==> src/rtl/scp_map.vh <==
`ifndef SCP_MAP_VH
`define SCP_MAP_VH
// register offsets
`define SCP_ADDR_PORT_CFG   13'h0000
`define SCP_ADDR_CHAN_INDEX 13'h0005
`define SCP_ADDR_SYNC_CTRL  13'h003A
`define SCP_ADDR_REQ_CTRL   13'h003C
`define SCP_ADDR_REQ_TUNE   13'h003E
`define SCP_ADDR_TRANSFER   13'h00FF
// field positions
`define SCP_CFG_LSB_FIRST_BIT 6
`define SCP_IDX_CHAN_A_BIT    0
`define SCP_IDX_CHAN_B_BIT    1
`define SCP_XFER_BIT          0
`define SCP_REQ_EN_BIT        0
`define SCP_REQ_MODE_LO       1
`define SCP_REQ_MODE_HI       3
`define SCP_TUNE_HI           5
`define SCP_SYNC_EN_BIT       1
`define SCP_SYNC_ONCE_BIT     2
// field values and reset values
`define SCP_MODE_NARROW     3'h0
`define SCP_MODE_WIDE       3'h1
`define SCP_TUNE_MAX_NARROW 6'h38
`define SCP_TUNE_MAX_WIDE   6'h21
`define SCP_RST_PORT_CFG    8'h00
`define SCP_RST_CHAN_INDEX  8'h03
`define SCP_RST_SYNC_CTRL   8'h00
`define SCP_RST_REQ_CTRL    8'h00
`define SCP_RST_REQ_TUNE    8'h00
// timing counts in sample clocks
`define SCP_LAT_PLAIN       4'hA
`define SCP_LAT_REQUANT     4'hD
// output gain in 1/1024: 10^(-0.6/20) = 0.9333
`define SCP_GAIN_REQUANT    11'h3BB
`define SCP_GAIN_UNITY      11'h400
`define SCP_INSTR_BITS      5'h10
`endif

==> src/rtl/scp_top.v <==
// Behaviour
// RQ1 - select_n low gates serial cycles; high ignores the clock
// RQ2 - frame starts at first rising serial clock after select falls
// RQ3 - select held low keeps streaming bytes with address stepping
// RQ4 - select high between bytes stalls; frame state is held
// RQ5 - select idle high releases data pin and enables secondary functions
// RQ6 - frame opens with a 16-bit instruction
// RQ7 - data phase length taken from the two length bits
// RQ8 - data moves as 8-bit words
// RQ9 - first instruction bit is the read flag
// RQ10 - on read the device drives the data pin during data phase
// RQ11 - msb first after reset; config bit selects lsb first
// RQ12 - host should keep port idle during critical sampling
// RQ13 - requantizer settings held per channel
// RQ14 - mode 000 selects narrow band, 0.22 wide
// RQ15 - mode 001 selects wide band, 0.33 wide
// RQ16 - band position from 6-bit tuning word
// RQ17 - narrow band tuning words 0 to 56 valid
// RQ18 - wide band tuning words 0 to 33 valid
// RQ19 - left edge moves 0.005 of sample rate per tuning step
// RQ20 - requantizer on scales output by -0.6 dB
// RQ21 - sync control chooses one-shot or every-pulse divider resync
// RQ22 - external sync passes a synchroniser first
// RQ23 - shadowed writes apply on transfer write; transfer bit self-clears
// RQ24 - channel index selects channels; both write both, read returns A
// RQ25 - requantizer on raises latency from 10 to 13 cycles
// RQ26 - instruction: read flag, two length bits, 13-bit address
// RQ27 - length codes one to three bytes; fourth streams
`timescale 1ns/10ps
`default_nettype none
`include "scp_map.vh"
module scp_top (
  input  wire        clk_in,
  input  wire        arst_n_in,
  input  wire        sclk_in,
  input  wire        select_n_in,
  input  wire        sdio_in,
  input  wire        sync_pin_in,
  output reg         sdio_out,
  output reg         sdio_oe_out,
  output reg         secondary_en_out,
  output reg  [1:0]  req_enable_out,
  output reg  [5:0]  req_mode_out,
  output reg  [11:0] band_tuning_word_out,
  output reg  [5:0]  tune_valid_out,
  output reg  [21:0] out_gain_out,
  output reg  [7:0]  pipe_latency_out,
  output reg         divider_resync_out
);
  localparam ST_INSTR = 2'h0;
  localparam ST_DATA  = 2'h1;
  localparam ST_DONE  = 2'h2;

  // tuning word range check for the selected band; both bounds inclusive
  function valid_tune;
    input [2:0] mode;
    input [5:0] tw;
    begin
      if (mode == `SCP_MODE_NARROW)
        valid_tune = (tw <= `SCP_TUNE_MAX_NARROW);
      else if (mode == `SCP_MODE_WIDE)
        valid_tune = (tw <= `SCP_TUNE_MAX_WIDE);
      else
        valid_tune = 1'b0;
    end
  endfunction

  function [7:0] bit_rev;
    input [7:0] v;
    integer i;
    begin
      for (i = 0; i < 8; i = i + 1)
        bit_rev[i] = v[7 - i];
    end
  endfunction

  ////////////////////////////////////////////////////////////////////////////
  // pin synchronisers
  wire sclk_s;
  wire sel_act_s;
  wire sdio_s;
  wire sync_s;
  scp_sync u_sync_sclk (.clk_in(clk_in), .arst_n_in(arst_n_in), .async_in(sclk_in),
    .sync_out(sclk_s));
  // select is inverted ahead of its synchroniser so reset matches the idle level
  scp_sync u_sync_sel (.clk_in(clk_in), .arst_n_in(arst_n_in), .async_in(~select_n_in),
    .sync_out(sel_act_s));
  scp_sync u_sync_sdio (.clk_in(clk_in), .arst_n_in(arst_n_in), .async_in(sdio_in),
    .sync_out(sdio_s));
  scp_sync u_sync_ext (.clk_in(clk_in), .arst_n_in(arst_n_in), .async_in(sync_pin_in),
    .sync_out(sync_s)); // RQ22
  wire sel_n_s = ~sel_act_s;

  reg sclk_q;
  reg sel_n_q;
  reg sync_q;
  always @(posedge clk_in or negedge arst_n_in) begin
    if (!arst_n_in) begin
      sclk_q  <= 1'b0;
      sel_n_q <= 1'b1;
      sync_q  <= 1'b0;
    end else begin
      sclk_q  <= sclk_s;
      sel_n_q <= sel_n_s;
      sync_q  <= sync_s;
    end
  end
  wire sclk_rise = sclk_s & ~sclk_q & ~sel_n_s; // RQ1
  wire sclk_fall = ~sclk_s & sclk_q & ~sel_n_s;
  wire sel_fall  = sel_n_q & ~sel_n_s;

  ////////////////////////////////////////////////////////////////////////////
  // registers
  reg [7:0]  cfg_q;
  reg [7:0]  idx_q;
  reg [7:0]  sync_ctrl_q;
  reg [7:0]  sync_ctrl_live_q;
  reg [15:0] ctrl_sh_q;
  reg [15:0] tune_sh_q;
  reg [15:0] ctrl_live_q;
  reg [15:0] tune_live_q;
  reg        xfer_q;
  reg        synced_once_q;

  ////////////////////////////////////////////////////////////////////////////
  // serial engine
  reg [1:0]  st_q;
  reg [4:0]  cnt_q;
  reg [15:0] instr_q;
  reg [7:0]  shift_q;
  reg [1:0]  bytes_q;
  reg [12:0] addr_q;

  wire        lsb_first = cfg_q[`SCP_CFG_LSB_FIRST_BIT]; // RQ11
  wire        is_read   = instr_q[15];                   // RQ9
  wire [15:0] instr_nx  = {instr_q[14:0], sdio_s};
  wire [7:0]  byte_nx   = {shift_q[6:0], sdio_s};
  wire [7:0]  wr_byte   = lsb_first ? bit_rev(byte_nx) : byte_nx; // RQ11

  // read mux; unmapped addresses return zero
  reg [7:0] rd_val;
  always @* begin
    rd_val = 8'h00;
    case (addr_q)
      `SCP_ADDR_PORT_CFG:   rd_val = cfg_q;
      `SCP_ADDR_CHAN_INDEX: rd_val = idx_q;
      `SCP_ADDR_SYNC_CTRL:  rd_val = sync_ctrl_q;
      `SCP_ADDR_REQ_CTRL:   rd_val = idx_q[`SCP_IDX_CHAN_A_BIT] ? ctrl_sh_q[7:0]
                                     : ctrl_sh_q[15:8]; // RQ24
      `SCP_ADDR_REQ_TUNE:   rd_val = idx_q[`SCP_IDX_CHAN_A_BIT] ? tune_sh_q[7:0]
                                     : tune_sh_q[15:8]; // RQ24
      `SCP_ADDR_TRANSFER:   rd_val = {7'h00, xfer_q};
      default:              rd_val = 8'h00;
    endcase
  end
  wire [7:0] rd_ord = lsb_first ? bit_rev(rd_val) : rd_val;

  wire data_done = sclk_rise && (st_q == ST_DATA) && (cnt_q == 5'h07);
  wire do_write  = data_done && !is_read;

  always @(posedge clk_in or negedge arst_n_in) begin
    if (!arst_n_in) begin
      st_q     <= ST_INSTR;
      cnt_q    <= 5'h00;
      instr_q  <= 16'h0000;
      shift_q  <= 8'h00;
      bytes_q  <= 2'h0;
      addr_q   <= 13'h0000;
      sdio_out    <= 1'b0;
      sdio_oe_out <= 1'b0;
    end else begin
      if (sel_fall && st_q == ST_DONE) begin // RQ2
        st_q  <= ST_INSTR;
        cnt_q <= 5'h00;
      end else if (sclk_rise) begin
        // select high between bytes only pauses the counters; RQ4
        case (st_q)
          ST_INSTR: begin
            instr_q <= instr_nx;
            if (cnt_q == `SCP_INSTR_BITS - 5'h01) begin // RQ6
              st_q    <= ST_DATA;
              cnt_q   <= 5'h00;
              addr_q  <= instr_nx[12:0];   // RQ26
              bytes_q <= instr_nx[14:13];  // RQ7 RQ27
            end else begin
              cnt_q <= cnt_q + 5'h01;
            end
          end
          ST_DATA: begin
            shift_q <= byte_nx;
            if (cnt_q == 5'h07) begin // RQ8
              cnt_q  <= 5'h00;
              addr_q <= addr_q - 13'h0001;
              if (bytes_q == 2'h3)
                st_q <= ST_DATA; // RQ3
              else if (bytes_q == 2'h0)
                st_q <= ST_DONE;
              else
                bytes_q <= bytes_q - 2'h1;
            end else begin
              cnt_q <= cnt_q + 5'h01;
            end
          end
          default: st_q <= st_q;
        endcase
      end
      // read data launched on falling edges, host samples on rising
      if (sel_n_s) begin
        sdio_oe_out <= 1'b0; // RQ5
      end else if (st_q == ST_DATA && is_read && !sclk_rise) begin
        sdio_oe_out <= 1'b1; // RQ10
        // a turned-round or resumed pin loads the pending bit at once
        if (sclk_fall || !sdio_oe_out)
          sdio_out <= rd_ord[3'h7 - cnt_q[2:0]];
      end else if (st_q != ST_DATA) begin
        sdio_oe_out <= 1'b0;
      end
    end
  end

  ////////////////////////////////////////////////////////////////////////////
  // register writes, shadow and transfer
  wire wr_a = idx_q[`SCP_IDX_CHAN_A_BIT];
  wire wr_b = idx_q[`SCP_IDX_CHAN_B_BIT];
  always @(posedge clk_in or negedge arst_n_in) begin
    if (!arst_n_in) begin
      cfg_q       <= `SCP_RST_PORT_CFG;
      idx_q       <= `SCP_RST_CHAN_INDEX;
      sync_ctrl_q <= `SCP_RST_SYNC_CTRL;
      sync_ctrl_live_q <= `SCP_RST_SYNC_CTRL;
      ctrl_sh_q   <= {2{`SCP_RST_REQ_CTRL}};
      tune_sh_q   <= {2{`SCP_RST_REQ_TUNE}};
      ctrl_live_q <= {2{`SCP_RST_REQ_CTRL}};
      tune_live_q <= {2{`SCP_RST_REQ_TUNE}};
      xfer_q      <= 1'b0;
    end else begin
      if (xfer_q) begin
        ctrl_live_q      <= ctrl_sh_q; // RQ23
        tune_live_q      <= tune_sh_q;
        sync_ctrl_live_q <= sync_ctrl_q;
        xfer_q           <= 1'b0;      // RQ23
      end
      if (do_write) begin
        case (addr_q)
          `SCP_ADDR_PORT_CFG:   cfg_q <= wr_byte;
          `SCP_ADDR_CHAN_INDEX: idx_q <= wr_byte;
          `SCP_ADDR_SYNC_CTRL:  sync_ctrl_q <= wr_byte;
          `SCP_ADDR_REQ_CTRL: begin
            if (wr_a) ctrl_sh_q[7:0]  <= wr_byte; // RQ13 RQ24
            if (wr_b) ctrl_sh_q[15:8] <= wr_byte;
          end
          `SCP_ADDR_REQ_TUNE: begin
            if (wr_a) tune_sh_q[7:0]  <= wr_byte; // RQ24
            if (wr_b) tune_sh_q[15:8] <= wr_byte;
          end
          `SCP_ADDR_TRANSFER: xfer_q <= wr_byte[`SCP_XFER_BIT];
          default: xfer_q <= xfer_q;
        endcase
      end
    end
  end

  ////////////////////////////////////////////////////////////////////////////
  // requantizer settings per channel; secondary enable and the single sync output
  integer c;
  always @(posedge clk_in or negedge arst_n_in) begin
    if (!arst_n_in) begin
      req_enable_out       <= 2'h0;
      req_mode_out         <= 6'h00;
      band_tuning_word_out <= 12'h000;
      tune_valid_out       <= 6'h00;
      out_gain_out         <= {2{`SCP_GAIN_UNITY}};
      pipe_latency_out     <= {2{`SCP_LAT_PLAIN}};
      secondary_en_out     <= 1'b1;
      divider_resync_out   <= 1'b0;
      synced_once_q        <= 1'b0;
    end else begin
      for (c = 0; c < 2; c = c + 1) begin
        req_enable_out[c] <= ctrl_live_q[c*8 + `SCP_REQ_EN_BIT]; // RQ13
        req_mode_out[c*3 +: 3] <= ctrl_live_q[c*8 + `SCP_REQ_MODE_LO +: 3]; // RQ14 RQ15
        band_tuning_word_out[c*6 +: 6] <= tune_live_q[c*8 +: 6]; // RQ16 RQ19
        tune_valid_out[c*3 +: 3] <= {2'h0,
          valid_tune(ctrl_live_q[c*8 + `SCP_REQ_MODE_LO +: 3],
                     tune_live_q[c*8 +: 6])}; // RQ17 RQ18
        out_gain_out[c*11 +: 11] <= ctrl_live_q[c*8 + `SCP_REQ_EN_BIT] ? `SCP_GAIN_REQUANT
                                    : `SCP_GAIN_UNITY; // RQ20
        pipe_latency_out[c*4 +: 4] <= ctrl_live_q[c*8 + `SCP_REQ_EN_BIT] ? `SCP_LAT_REQUANT
                                      : `SCP_LAT_PLAIN; // RQ25
      end
      secondary_en_out <= sel_n_s && (st_q != ST_DATA) && (cnt_q == 5'h00); // RQ5
      divider_resync_out <= 1'b0;
      if (sync_s && !sync_q && sync_ctrl_live_q[`SCP_SYNC_EN_BIT]) begin
        if (!sync_ctrl_live_q[`SCP_SYNC_ONCE_BIT] || !synced_once_q) begin // RQ21
          divider_resync_out <= 1'b1;
          synced_once_q      <= 1'b1;
        end
      end
      if (!sync_ctrl_live_q[`SCP_SYNC_EN_BIT])
        synced_once_q <= 1'b0;
    end
  end
endmodule
`default_nettype wire

==> src/rtl/scp_sync.v <==
`timescale 1ns/10ps
`default_nettype none
module scp_sync (
  input  wire clk_in,
  input  wire arst_n_in,
  input  wire async_in,
  output wire sync_out
);
  reg meta_q;
  reg stab_q;
  always @(posedge clk_in or negedge arst_n_in) begin
    if (!arst_n_in) begin
      meta_q <= 1'b0;
      stab_q <= 1'b0;
    end else begin
      meta_q <= async_in;
      stab_q <= meta_q;
    end
  end
  assign sync_out = stab_q;
endmodule
`default_nettype wire

==> config.mk <==
export PLATFORM = sky130hd
export DESIGN_NAME = scp_top
export DESIGN_NICKNAME = d
export VERILOG_FILES = /design/src/rtl/scp_top.v /design/src/rtl/scp_sync.v
export VERILOG_INCLUDE_DIRS = /design/src /design/src/rtl
export SDC_FILE = /design/constraint.sdc
export NUM_CORES = 1
export LEC_CHECK = 0
export ABC_AREA = 0
export BUFFER_PORTS_ARGS = -buffer_cell sky130_fd_sc_hd__buf_2
export CORE_AREA = 2 2 112 114
export DETAILED_ROUTE_END_ITERATION = 8
export DIE_AREA = 0 0 114 116
export PLACE_DENSITY = 0.83
export SLEW_MARGIN = 5
export SYNTH_ARGS = -nofsm -noshare
export SYNTH_HDL_FRONTEND = slang
export SYNTH_HIERARCHICAL = 1
export SYNTH_SLANG_ARGS = --single-unit
==> constraint.sdc <==
create_clock -name clk_in -period 6.99 [get_ports clk_in]
set_clock_uncertainty 0.2 [all_clocks]
set_input_delay 0 -clock clk_in [delete_from_list [all_inputs] [get_ports clk_in]]
set_output_delay 0 -clock clk_in [all_outputs]
set_load 0.05 [all_outputs]
==> results of run 1 <==
Yosys cell counts (all sizes together), types with 3 or more instances:
| library cell | number |
|---|---|
| dfrtp | 158 |
| nand2 | 71 |
| o21ai | 71 |
| a21oi | 46 |
| buf | 46 |
| nor2 | 46 |
| mux2 | 43 |
| mux2i | 24 |
| inv | 23 |
| clkbuf | 20 |
| nor3 | 17 |
| nand3 | 14 |
| o22ai | 13 |
| or3 | 13 |
| ha | 11 |
| nand4 | 11 |
| and3 | 8 |
| nor4 | 8 |
| a22oi | 7 |
| nor2b | 7 |
| dfstp | 6 |
| a31oi | 4 |
| or3b | 4 |
| nand3b | 3 |
| o21a | 3 |
| or4 | 3 |
flip-flops by register name, summed over array words and instances, names as in the netlist, 3 cells and up:
register,cells
addr_q,13
band_tuning_word_out,12
cfg_q,8
cnt_q,5
ctrl_live_q,8
ctrl_sh_q,16
idx_q,8
instr_q,16
pipe_latency_out,3
req_mode_out,6
shift_q,7
sync_ctrl_q,8
tune_live_q,12
tune_sh_q,16
critical path, cell delays in order, from the launching register on:
cell      delay, ns
dfrtp_1        0.47
inv_1          0.12
ha_1           0.31
or3b_1         0.47
o22ai_1        0.17
a222oi_1       0.49
a31oi_1        0.17
a221o_1        0.39
nor2_1         0.14
o22ai_1        0.09
logic make-up after synthesis:
group	count (synthesis)
XOR/XNOR	1
multiplexers	67
AND/OR/NAND/NOR	217
AO/OA/AOI/OAI	157
other	2
flip-flops	164
buffers and inverters	89
adder cells (fa/ha/maj)	12
cell type report:
| type | instances | area, µm² |
|---|---|---|
| tap | 147 | 184 |
| clock buffer | 18 | 429 |
| sequential | 164 | 4110 |
| inverter | 23 | 86.3 |
| timing repair buffer | 65 | 377 |
| fill | 867 | 3600 |
| clock inverter | 14 | 184 |
| multi-input combinational | 464 | 2940 |
power groups by stage:
stage,Clock (mW),Combinational (mW),Sequential [mW]
floorplan,0,0.163,1.04
global placement,0,0.203,1.05
detailed placement,0,0.207,1.05
CTS,0.979,0.211,1.04
global route,1.02,0.235,1.05
finish,0.967,0.211,1.04
path summary, 6_finish.rpt:
check,cells past startpoint,from,to
min in group asynchronous,2,arst_n_in,band_tuning_word_out[0]
setup / recovery,9,addr_q[0],sdio_out
max in group asynchronous,3,arst_n_in,addr_q[6]
setup reg to reg,9,addr_q[0],sdio_out
hold / removal,3,select_n_in,u_sync_sel/meta_q
hold reg to reg,0,u_sync_sel/meta_q,u_sync_sel/sync_out
through the flow:
stage / power, mW / instance area, µm² / setup WS, ns / std cells
3_3_place_gp: 1.25 / 7620 / 3.94 / 855
6_report: 2.22 / 8310 / 3.84 / 895
5_1_grt: 2.30 / 8310 / 3.58 / 895
2_1_floorplan: 1.20 / 7530 / 4.49 / 717
4_1_cts: 2.23 / 8310 / 3.87 / 895
3_5_place_dp: 1.26 / 7620 / 3.88 / 855
routing by layer:
metal	GRT usage (%)	wire (µm)	up-vias	part of all wire (%)
met5	0	0	-	0
met4	12.5	538	0	3.2
met3	6.38	781	35	4.7
met2	46.0	8450	183	51
met1	33.3	6930	2629	42
li1	-	-	2523	-
repair_timing:
action                    CTS  global route
hold endpoints to repair  112             0
hold buffers                8             0
gates resized for setup     0             0
==> impl_results.md, run 1 <==
- IO Pins: 66
- Slew Viols, Final: 0
- Synth Area in Simple Gates: 15.2%
- Synthesized area: 0.00750 mm²
- Clk buf depth: 2
- Worst Setup Path Type: register to register
- Mux contribution to synthesized area: 9.65%
- Routed wire length: 16700 µm
- Final Core Density: 69.8%
- Post-CTS Setup Bufs: 0
- Syn_area_per_cell: 10.6 µm²
- GRT Residual Overflow: 0
- Worst R2R Setup Slack: 3.84 ns
- Sw Ratio: 27.1%
- Via density: 6.00
- Crit start category: register
- First-pass GRT wire length: 27100 µm
- Max_slew headroom: 21.4%
- Data required, critical path: 7.10 ns
- Final min period: 3.15 ns
- Hold WS: 0.0411 ns
- HP Class: primary input to register
- Compound-Gate Fraction of Synth Area: 11.8%
- ANT cells: 0
- DRT iter0 DRCs: 412
- CTS tree: yes
- Yosys reg bits: 164
- Synth area leaders: dfrtp_1 53%, mux2_2 6.5%, nand2_1 3.5%
- Top cell type's share of synthesized area: 52.7%
- Endpoints failing hold: 0
- Switching Power: 600 µW
- Root buffer cell: clkbuf_16
- Commonest non-fill, non-tap cell in the layout: dfrtp_1
- Final #Nets: 752
- Crit path DAT: 3.27 ns
- PwrDens: 267 mW/mm²
- Vias in the first global route: 5189
- Synth cell types: 65
- Clock sink total: 164
- Syn Inst Count: 709
- Die H: 116 µm
- CP endpoint kind: register
- RSZ-0062 raised after global routing: false
- Final period util: 45.1%
- Area grow syn2layout: 10.8%
- Synth Area in XOR/XNOR: 0.117%
- Slew @ Worst Pin: 1.18 ns
- Leakage: 3.85 nW
- Combinational Power Share: 9.5%
- Residual DRC count: 0
- Yosys warns: 6
- DR WL/cell: 18.7 µm
- Clock Latency Late Sink: 0.44 ns
- Asr flop ratio synth: 100%
- Clock slew at reported path FFs: 0.07 ns
- Vias: 5370
- Sum Neg Setup Slack: 0 ns
- Die X: 114 µm
- Starting Density: 63.0%
- Flop pwr share: 46.8%
- Total CTS buffers: 17
- Share of cells above drive strength 1: 20.5%
- Synth Flop Type: dfrtp_1
- Pint: 1.62 mW
- Die Area: 0.0132 mm²
- Main combinational cell family by area after synthesis: simple AND/OR/NAND/NOR gates
- Post-synth EDFFs: 0
- All-Layer GR Usage: 27.2%
- Largest area contributor in the netlist: dfrtp_1
- Status: complete, no violations
- GPL Wtd Cong: 0.948
- Synth Area in Adders: 1.97%
- Setup-failing EPs final: 0
- Peak supply drop: 214 µV
- Htree depth: 4
- Fmax achieved: 317 MHz
- Drt pass-1 iters: 5
- Commonest cells after routing, fill and taps aside: 158 x dfrtp_1, 70 x nand2_1, 54 x buf_2
- DP HPWL: 11600 µm
- Register area share after synthesis: 54.8%
- Post-route ant nets: 0
- Max-cap violation count: 0
- Crit-path max FO: 10
- Core Rows: 40
- Largest net degree at the start of global routing: 114
- Clock Power Share: 43.6%
- Core area: 0.0119 mm²
- Initial antenna violation count: 0
- I/O Buffers: 55
(Power assumes the default switching activity.)
==> inputs of run 2 (changes only) <==
CORE_AREA = 2 2 116 118   (was 2 2 112 114)
DIE_AREA = 0 0 118 120   (was 0 0 114 116)
PLACE_DENSITY = 0.78   (was 0.83)
clock period = 3 ns   (was 6.99 ns; I/O delays follow)
==> run 2 against run 1 <==
The flow now finishes with violations (hold timing). Non-clock buffer count up 22. Register-to-register slack worse by 3.6 ns. Fmax up 12%. Wire length down 2.1%. Combinational power up 150%.
==> impl_results.md, run 2 (synthesized netlist as in run 1, its figures left out) <==
- Status: finished, violations left
- Failing checks: hold timing
- Hold WS: -0.0199 ns
- RSZ-0062 raised after global routing: false
- Clock Power Share: 41.4%
- Clock slew at reported path FFs: 0.07 ns
- Clock Latency Late Sink: 0.43 ns
- Largest net degree at the start of global routing: 89
- Routed wire length: 16400 µm
- RR Endpoint: sdio_out
- Crit start category: register
- GPL Wtd Cong: 0.916
- Commonest cells after routing, fill and taps aside: 158 x dfrtp_1, 70 x nand2_1, 54 x buf_2
- CTS tree: yes
- R2r startpoint: addr_q[0]
- Area grow syn2layout: 12.8%
- Final min period: 2.80 ns
- Vias in the first global route: 5487
- Worst Setup Path Type: register to register
- All-Layer GR Usage: 24.8%
- Final #Nets: 774
- First-pass GRT wire length: 27500 µm
- Max-cap violation count: 0
- Commonest non-fill, non-tap cell in the layout: dfrtp_1
- Worst R2R Setup Slack: 0.20 ns
- Core area: 0.0130 mm²
- Setup slack after layout: 0.197 ns
- Pint: 3.62 mW
- Leakage: 3.93 nW
- Dpl ws: 0.142 ns
- Final Core Density: 65.2%
- CP startpoint: addr_q[0]
- Residual DRC count: 0
- Largest regs: ctrl_sh_q (16), instr_q (16), tune_sh_q (16)
- Vias: 5370
- Switching Power: 1.40 mW
- Clk buf depth: 2
- Post-route ant nets: 0
- Core Rows: 42
- Die X: 118 µm
- I/O Buffers: 55
- Flop pwr share: 48.2%
- Total CTS buffers: 17
- Design area: 0.00846 mm²
- DRT iter0 DRCs: 457
- Combinational Power Share: 10.4%
- Share of cells above drive strength 1: 23.5%
- HP Class: primary input to asynchronous set/reset pin
- Peak supply drop: 423 µV
- Setup-failing EPs final: 0
- Htree depth: 4
- Max_slew headroom: 38.8%
- Crit path DAT: 2.92 ns
- CP endpoint kind: register
- Final period util: 93.4%
- DR WL/cell: 17.3 µm
- Sw Ratio: 27.9%
- Post-CTS Setup Bufs: 0
- R2R depth: 9
- Fillers: 1008
- Data required, critical path: 3.12 ns
- Slew Viols, Final: 0
- Root buffer cell: clkbuf_16
- PwrDens: 594 mW/mm²
- DP HPWL: 11700 µm
- Initial antenna violation count: 0
- Pwr Total: 5.03 mW
- Sum Neg Setup Slack: 0 ns
- Die Area: 0.0142 mm²
- Die H: 120 µm
- Starting Density: 57.8%
- Critical Path Sink: sdio_out
- Fin cells: 946
- IO Pins: 66
- ANT cells: 0
- Placed instance area: 0.00784 mm²
- Slew @ Worst Pin: 0.918 ns
- Endpoints failing hold: 8
- Via density: 5.68
- Drt pass-1 iters: 5
- Clock sink total: 164
- Fmax achieved: 357 MHz
- GRT Residual Overflow: 0
- Crit-path max FO: 9
- Placed Cells: 909
run 2: cell count changes in the layout (fill, tap and decap cells not counted), moves of 2 or more:
cell	before	now
buf_4	2	27
dlygate4sd3_1	8	5
bufinv_16	2	0
clkinvlp_4	1	3
inv_6	4	6
or3b_1	3	1
or3b_4	0	2
run 2: worst min path at each step:
stage | depth (start not counted) | end | startpoint
floorplan | 0 | addr_q[0] | arst_n_in
global placement | 1 | pipe_latency_out[4] | arst_n_in
detailed placement | 1 | u_sync_ext/meta_q | sync_pin_in
CTS | 2 | u_sync_sdio/meta_q | sdio_in
global route | 2 | u_sync_sclk/meta_q | sclk_in
finish | 2 | pipe_latency_out[4] | arst_n_in
run 2: area by class of cell:
| type | instances | area, µm² | share of cell area, % |
|---|---|---|---|
| timing repair buffer | 87 | 534 | 6.31 |
| multi-input combinational | 464 | 2950 | 34.8 |
| clock inverter | 14 | 125 | 1.48 |
| clock buffer | 18 | 439 | 5.19 |
| sequential | 164 | 4110 | 48.6 |
| tap | 176 | 220 | 2.60 |
| inverter | 23 | 86.3 | 1.02 |
run 2: timing repair:
action,4_1_cts,5_1_grt
hold endpoints to repair,88,0
hold buffers,5,0
setup endpoints to repair,0,1
gates resized for setup,0,2
run 2: per-layer routing:
layer  vias up  global-route usage (%)  share of wire (%)
met5         -                       0                  0
met4         0                    9.04                1.8
met3        28                    5.37                4.0
met2       126                    43.5                 51
met1      2651                    30.3                 43
li1       2565                       -                  -
run 2: critical path: stages, from the launching register on:
cell and delay, ns:
dfrtp_1 0.45, inv_1 0.12, ha_1 0.30, or3b_4 0.33
o22ai_1 0.10, a222oi_1 0.44, a31oi_1 0.15, a221o_1 0.38
nor2_1 0.14, o22ai_1 0.09
run 2: power groups by stage:
stage / clock (mW) / sequential, mW / combinational (mW)
floorplan: 0 / 2.42 / 0.379
global placement: 0 / 2.46 / 0.500
detailed placement: 0 / 2.46 / 0.509
CTS: 2.11 / 2.42 / 0.520
global route: 2.21 / 2.44 / 0.592
finish: 2.08 / 2.43 / 0.521
==> inputs of run 3 (changes only) <==
BUFFER_PORTS_ARGS = -buffer_cell sky130_fd_sc_hd__clkbuf_2   (was -buffer_cell sky130_fd_sc_hd__buf_2)
==> run 3 against run 2 <==
The run now ends clean. Utilization up 0.39 points. Wire length up 2.7%. Worst setup slack better by 0.010 ns. Global-route usage up 0.21 points. Register-to-register slack about the same. Design area up 0.59%. Count of clock-buffer cells in the layout up 1. Worst hold slack better by 0.029 ns. Via count up 0.54%. Fmax up 0.36%. Final cell count down 0.32%. Critical path depth unchanged. Critical endpoint unchanged. Largest power group unchanged.
==> impl_results.md, run 3 (synthesized netlist as in run 1, its figures left out) <==
- Status: complete, no violations
- Placed instance area: 0.00782 mm²
- Hold_sp: sdio_in
- Final #Nets: 771
- GR Util met2: 42.5%
- Starting Density: 57.8%
- Clock slew at reported path FFs: 0.07 ns
- Fmax achieved: 358 MHz
- R2r startpoint: addr_q[0]
- CP max stage delay: 0.45 ns
- Residual DRC count: 0
- M3 GR Usage: 5.56%
- Pwr Total: 5.17 mW
- Clock sink total: 164
- Worst Setup Path Type: register to register
- Dominant cell type by count on the critical path: o22ai_1
- First-pass GRT wire length: 27400 µm
- Sum Neg Setup Slack: 0 ns
- Area of the multi-input gates: 0.00294 mm²
- Share of cells above drive strength 1: 22.8%
- Area grow syn2layout: 13.5%
- Final min period: 2.79 ns
- Slew @ Worst Pin: 0.814 ns
- RSZ-0062 raised after global routing: false
- Data required, critical path: 3.12 ns
- Max_slew headroom: 44.2%
- Crit path DAT: 2.91 ns
- Final period util: 93.1%
- HP Class: primary input to register
- GPL Wtd Cong: 0.927
- Commonest non-fill, non-tap cell in the layout: dfrtp_1
- Die X: 118 µm
- CP startpoint: addr_q[0]
- Met1 Usage GRT: 31.2%
- Crit start category: register
- Design area: 0.00851 mm²
- All-Layer GR Usage: 25.0%
- Largest net degree at the start of global routing: 68
- Setup-failing EPs final: 0
- DR WL/cell: 17.8 µm
- CTS tree: yes
- PwrDens: 607 mW/mm²
- Drt pass-1 iters: 7
- Vias: 5399
- Htree depth: 4
- Post-CTS Setup Bufs: 0
- Fillers: 1020
- Die H: 120 µm
- Vias in the first global route: 5309
- GRT Residual Overflow: 0
- CP Buf/Inv Count: 1
- IO Pins: 66
- CP endpoint kind: register
- Core area: 0.0130 mm²
- Slew Viols, Final: 0
- Max-cap violation count: 0
- Initial antenna violation count: 0
- Routed wire length: 16800 µm
- Leakage: 3.92 nW
- Total CTS buffers: 17
- Die Area: 0.0142 mm²
- DP HPWL: 11500 µm
- Peak supply drop: 337 µV
- Clk buf depth: 2
- Post-route ant nets: 0
- Root buffer cell: clkbuf_16
- ANT cells: 0
- Crit path max-delay cell type: dfrtp_1
- Gr busiest metal: met2
- Commonest cells after routing, fill and taps aside: 158 x dfrtp_1, 70 x nand2_1, 54 x clkbuf_2
- CP delay by family, top: compound AO/OA/AOI/OAI gates
- Endpoints failing hold: 0
- DRT iter0 DRCs: 364
- Crit-path max FO: 9
- Clock Latency Late Sink: 0.44 ns
- Via density: 5.73
- Largest regs: ctrl_sh_q (16), instr_q (16), tune_sh_q (16)
- Register Area: 0.00411 mm²
- Core Rows: 42
- I/O Buffers: 55
- Cell Chain, Critical Path: inv_1 > ha_1 > or3b_1 > o22ai_1 > a222oi_1 > a31oi_1 > a221o_1 > nor2_1 > o22ai_1
run 3: power breakdown:
part | switching (mW) | leakage [nW] | total [mW] | internal (mW)
Combinational | 0.309 | 1.40 | 0.506 | 0.197
Clock | 0.954 | 0.297 | 2.23 | 1.28
Sequential | 0.117 | 2.22 | 2.43 | 2.31
Total | 1.38 | 3.92 | 5.17 | 3.79
run 3: metrics by stage:
step	utilization (%)	instances	hold slack, ns	worst slack [ns]
global placement	60.2	904	-0.143	0.257
CTS	65.6	943	0.00596	0.135
detailed placement	60.2	904	-0.133	0.154
finish	65.6	943	0.00907	0.207
floorplan	-	717	-0.496	0.501
global route	65.6	943	0.00602	0.0221
run 3: final timing paths:
check / slack [ns] / endpoint / cells past startpoint
max: 0.21 / sdio_out / 9
min in group asynchronous: 0.36 / addr_q[3] / 3
min reg2reg: 0.15 / u_sync_sdio/sync_out / 0
min: 0.009 / u_sync_sdio/meta_q / 2
max reg2reg: 0.21 / sdio_out / 9
max in group asynchronous: 1.58 / pipe_latency_out[1] / 4
run 3: final cells by class:
class | instances | area share (%)
repair buffers | 84 | 6.42
multi-input cells | 464 | 34.6
clock inverters | 13 | 1.90
clock buffers | 19 | 5.20
flip-flops and latches | 164 | 48.3
inverters | 23 | 1.01
well taps | 176 | 2.59
run 3: what timing repair did:
| action | CTS | global route |
|---|---|---|
| gates resized for setup | 0 | 1 |
| hold buffers | 7 | 0 |
| hold endpoints to repair | 165 | 0 |
| setup endpoints to repair | 0 | 1 |
run 3: per-layer routing:
layer | share of wire, % | vias up
met5 | 0 | -
met4 | 2.5 | 0
met3 | 4.6 | 39
met2 | 51 | 174
met1 | 42 | 2627
li1 | - | 2559
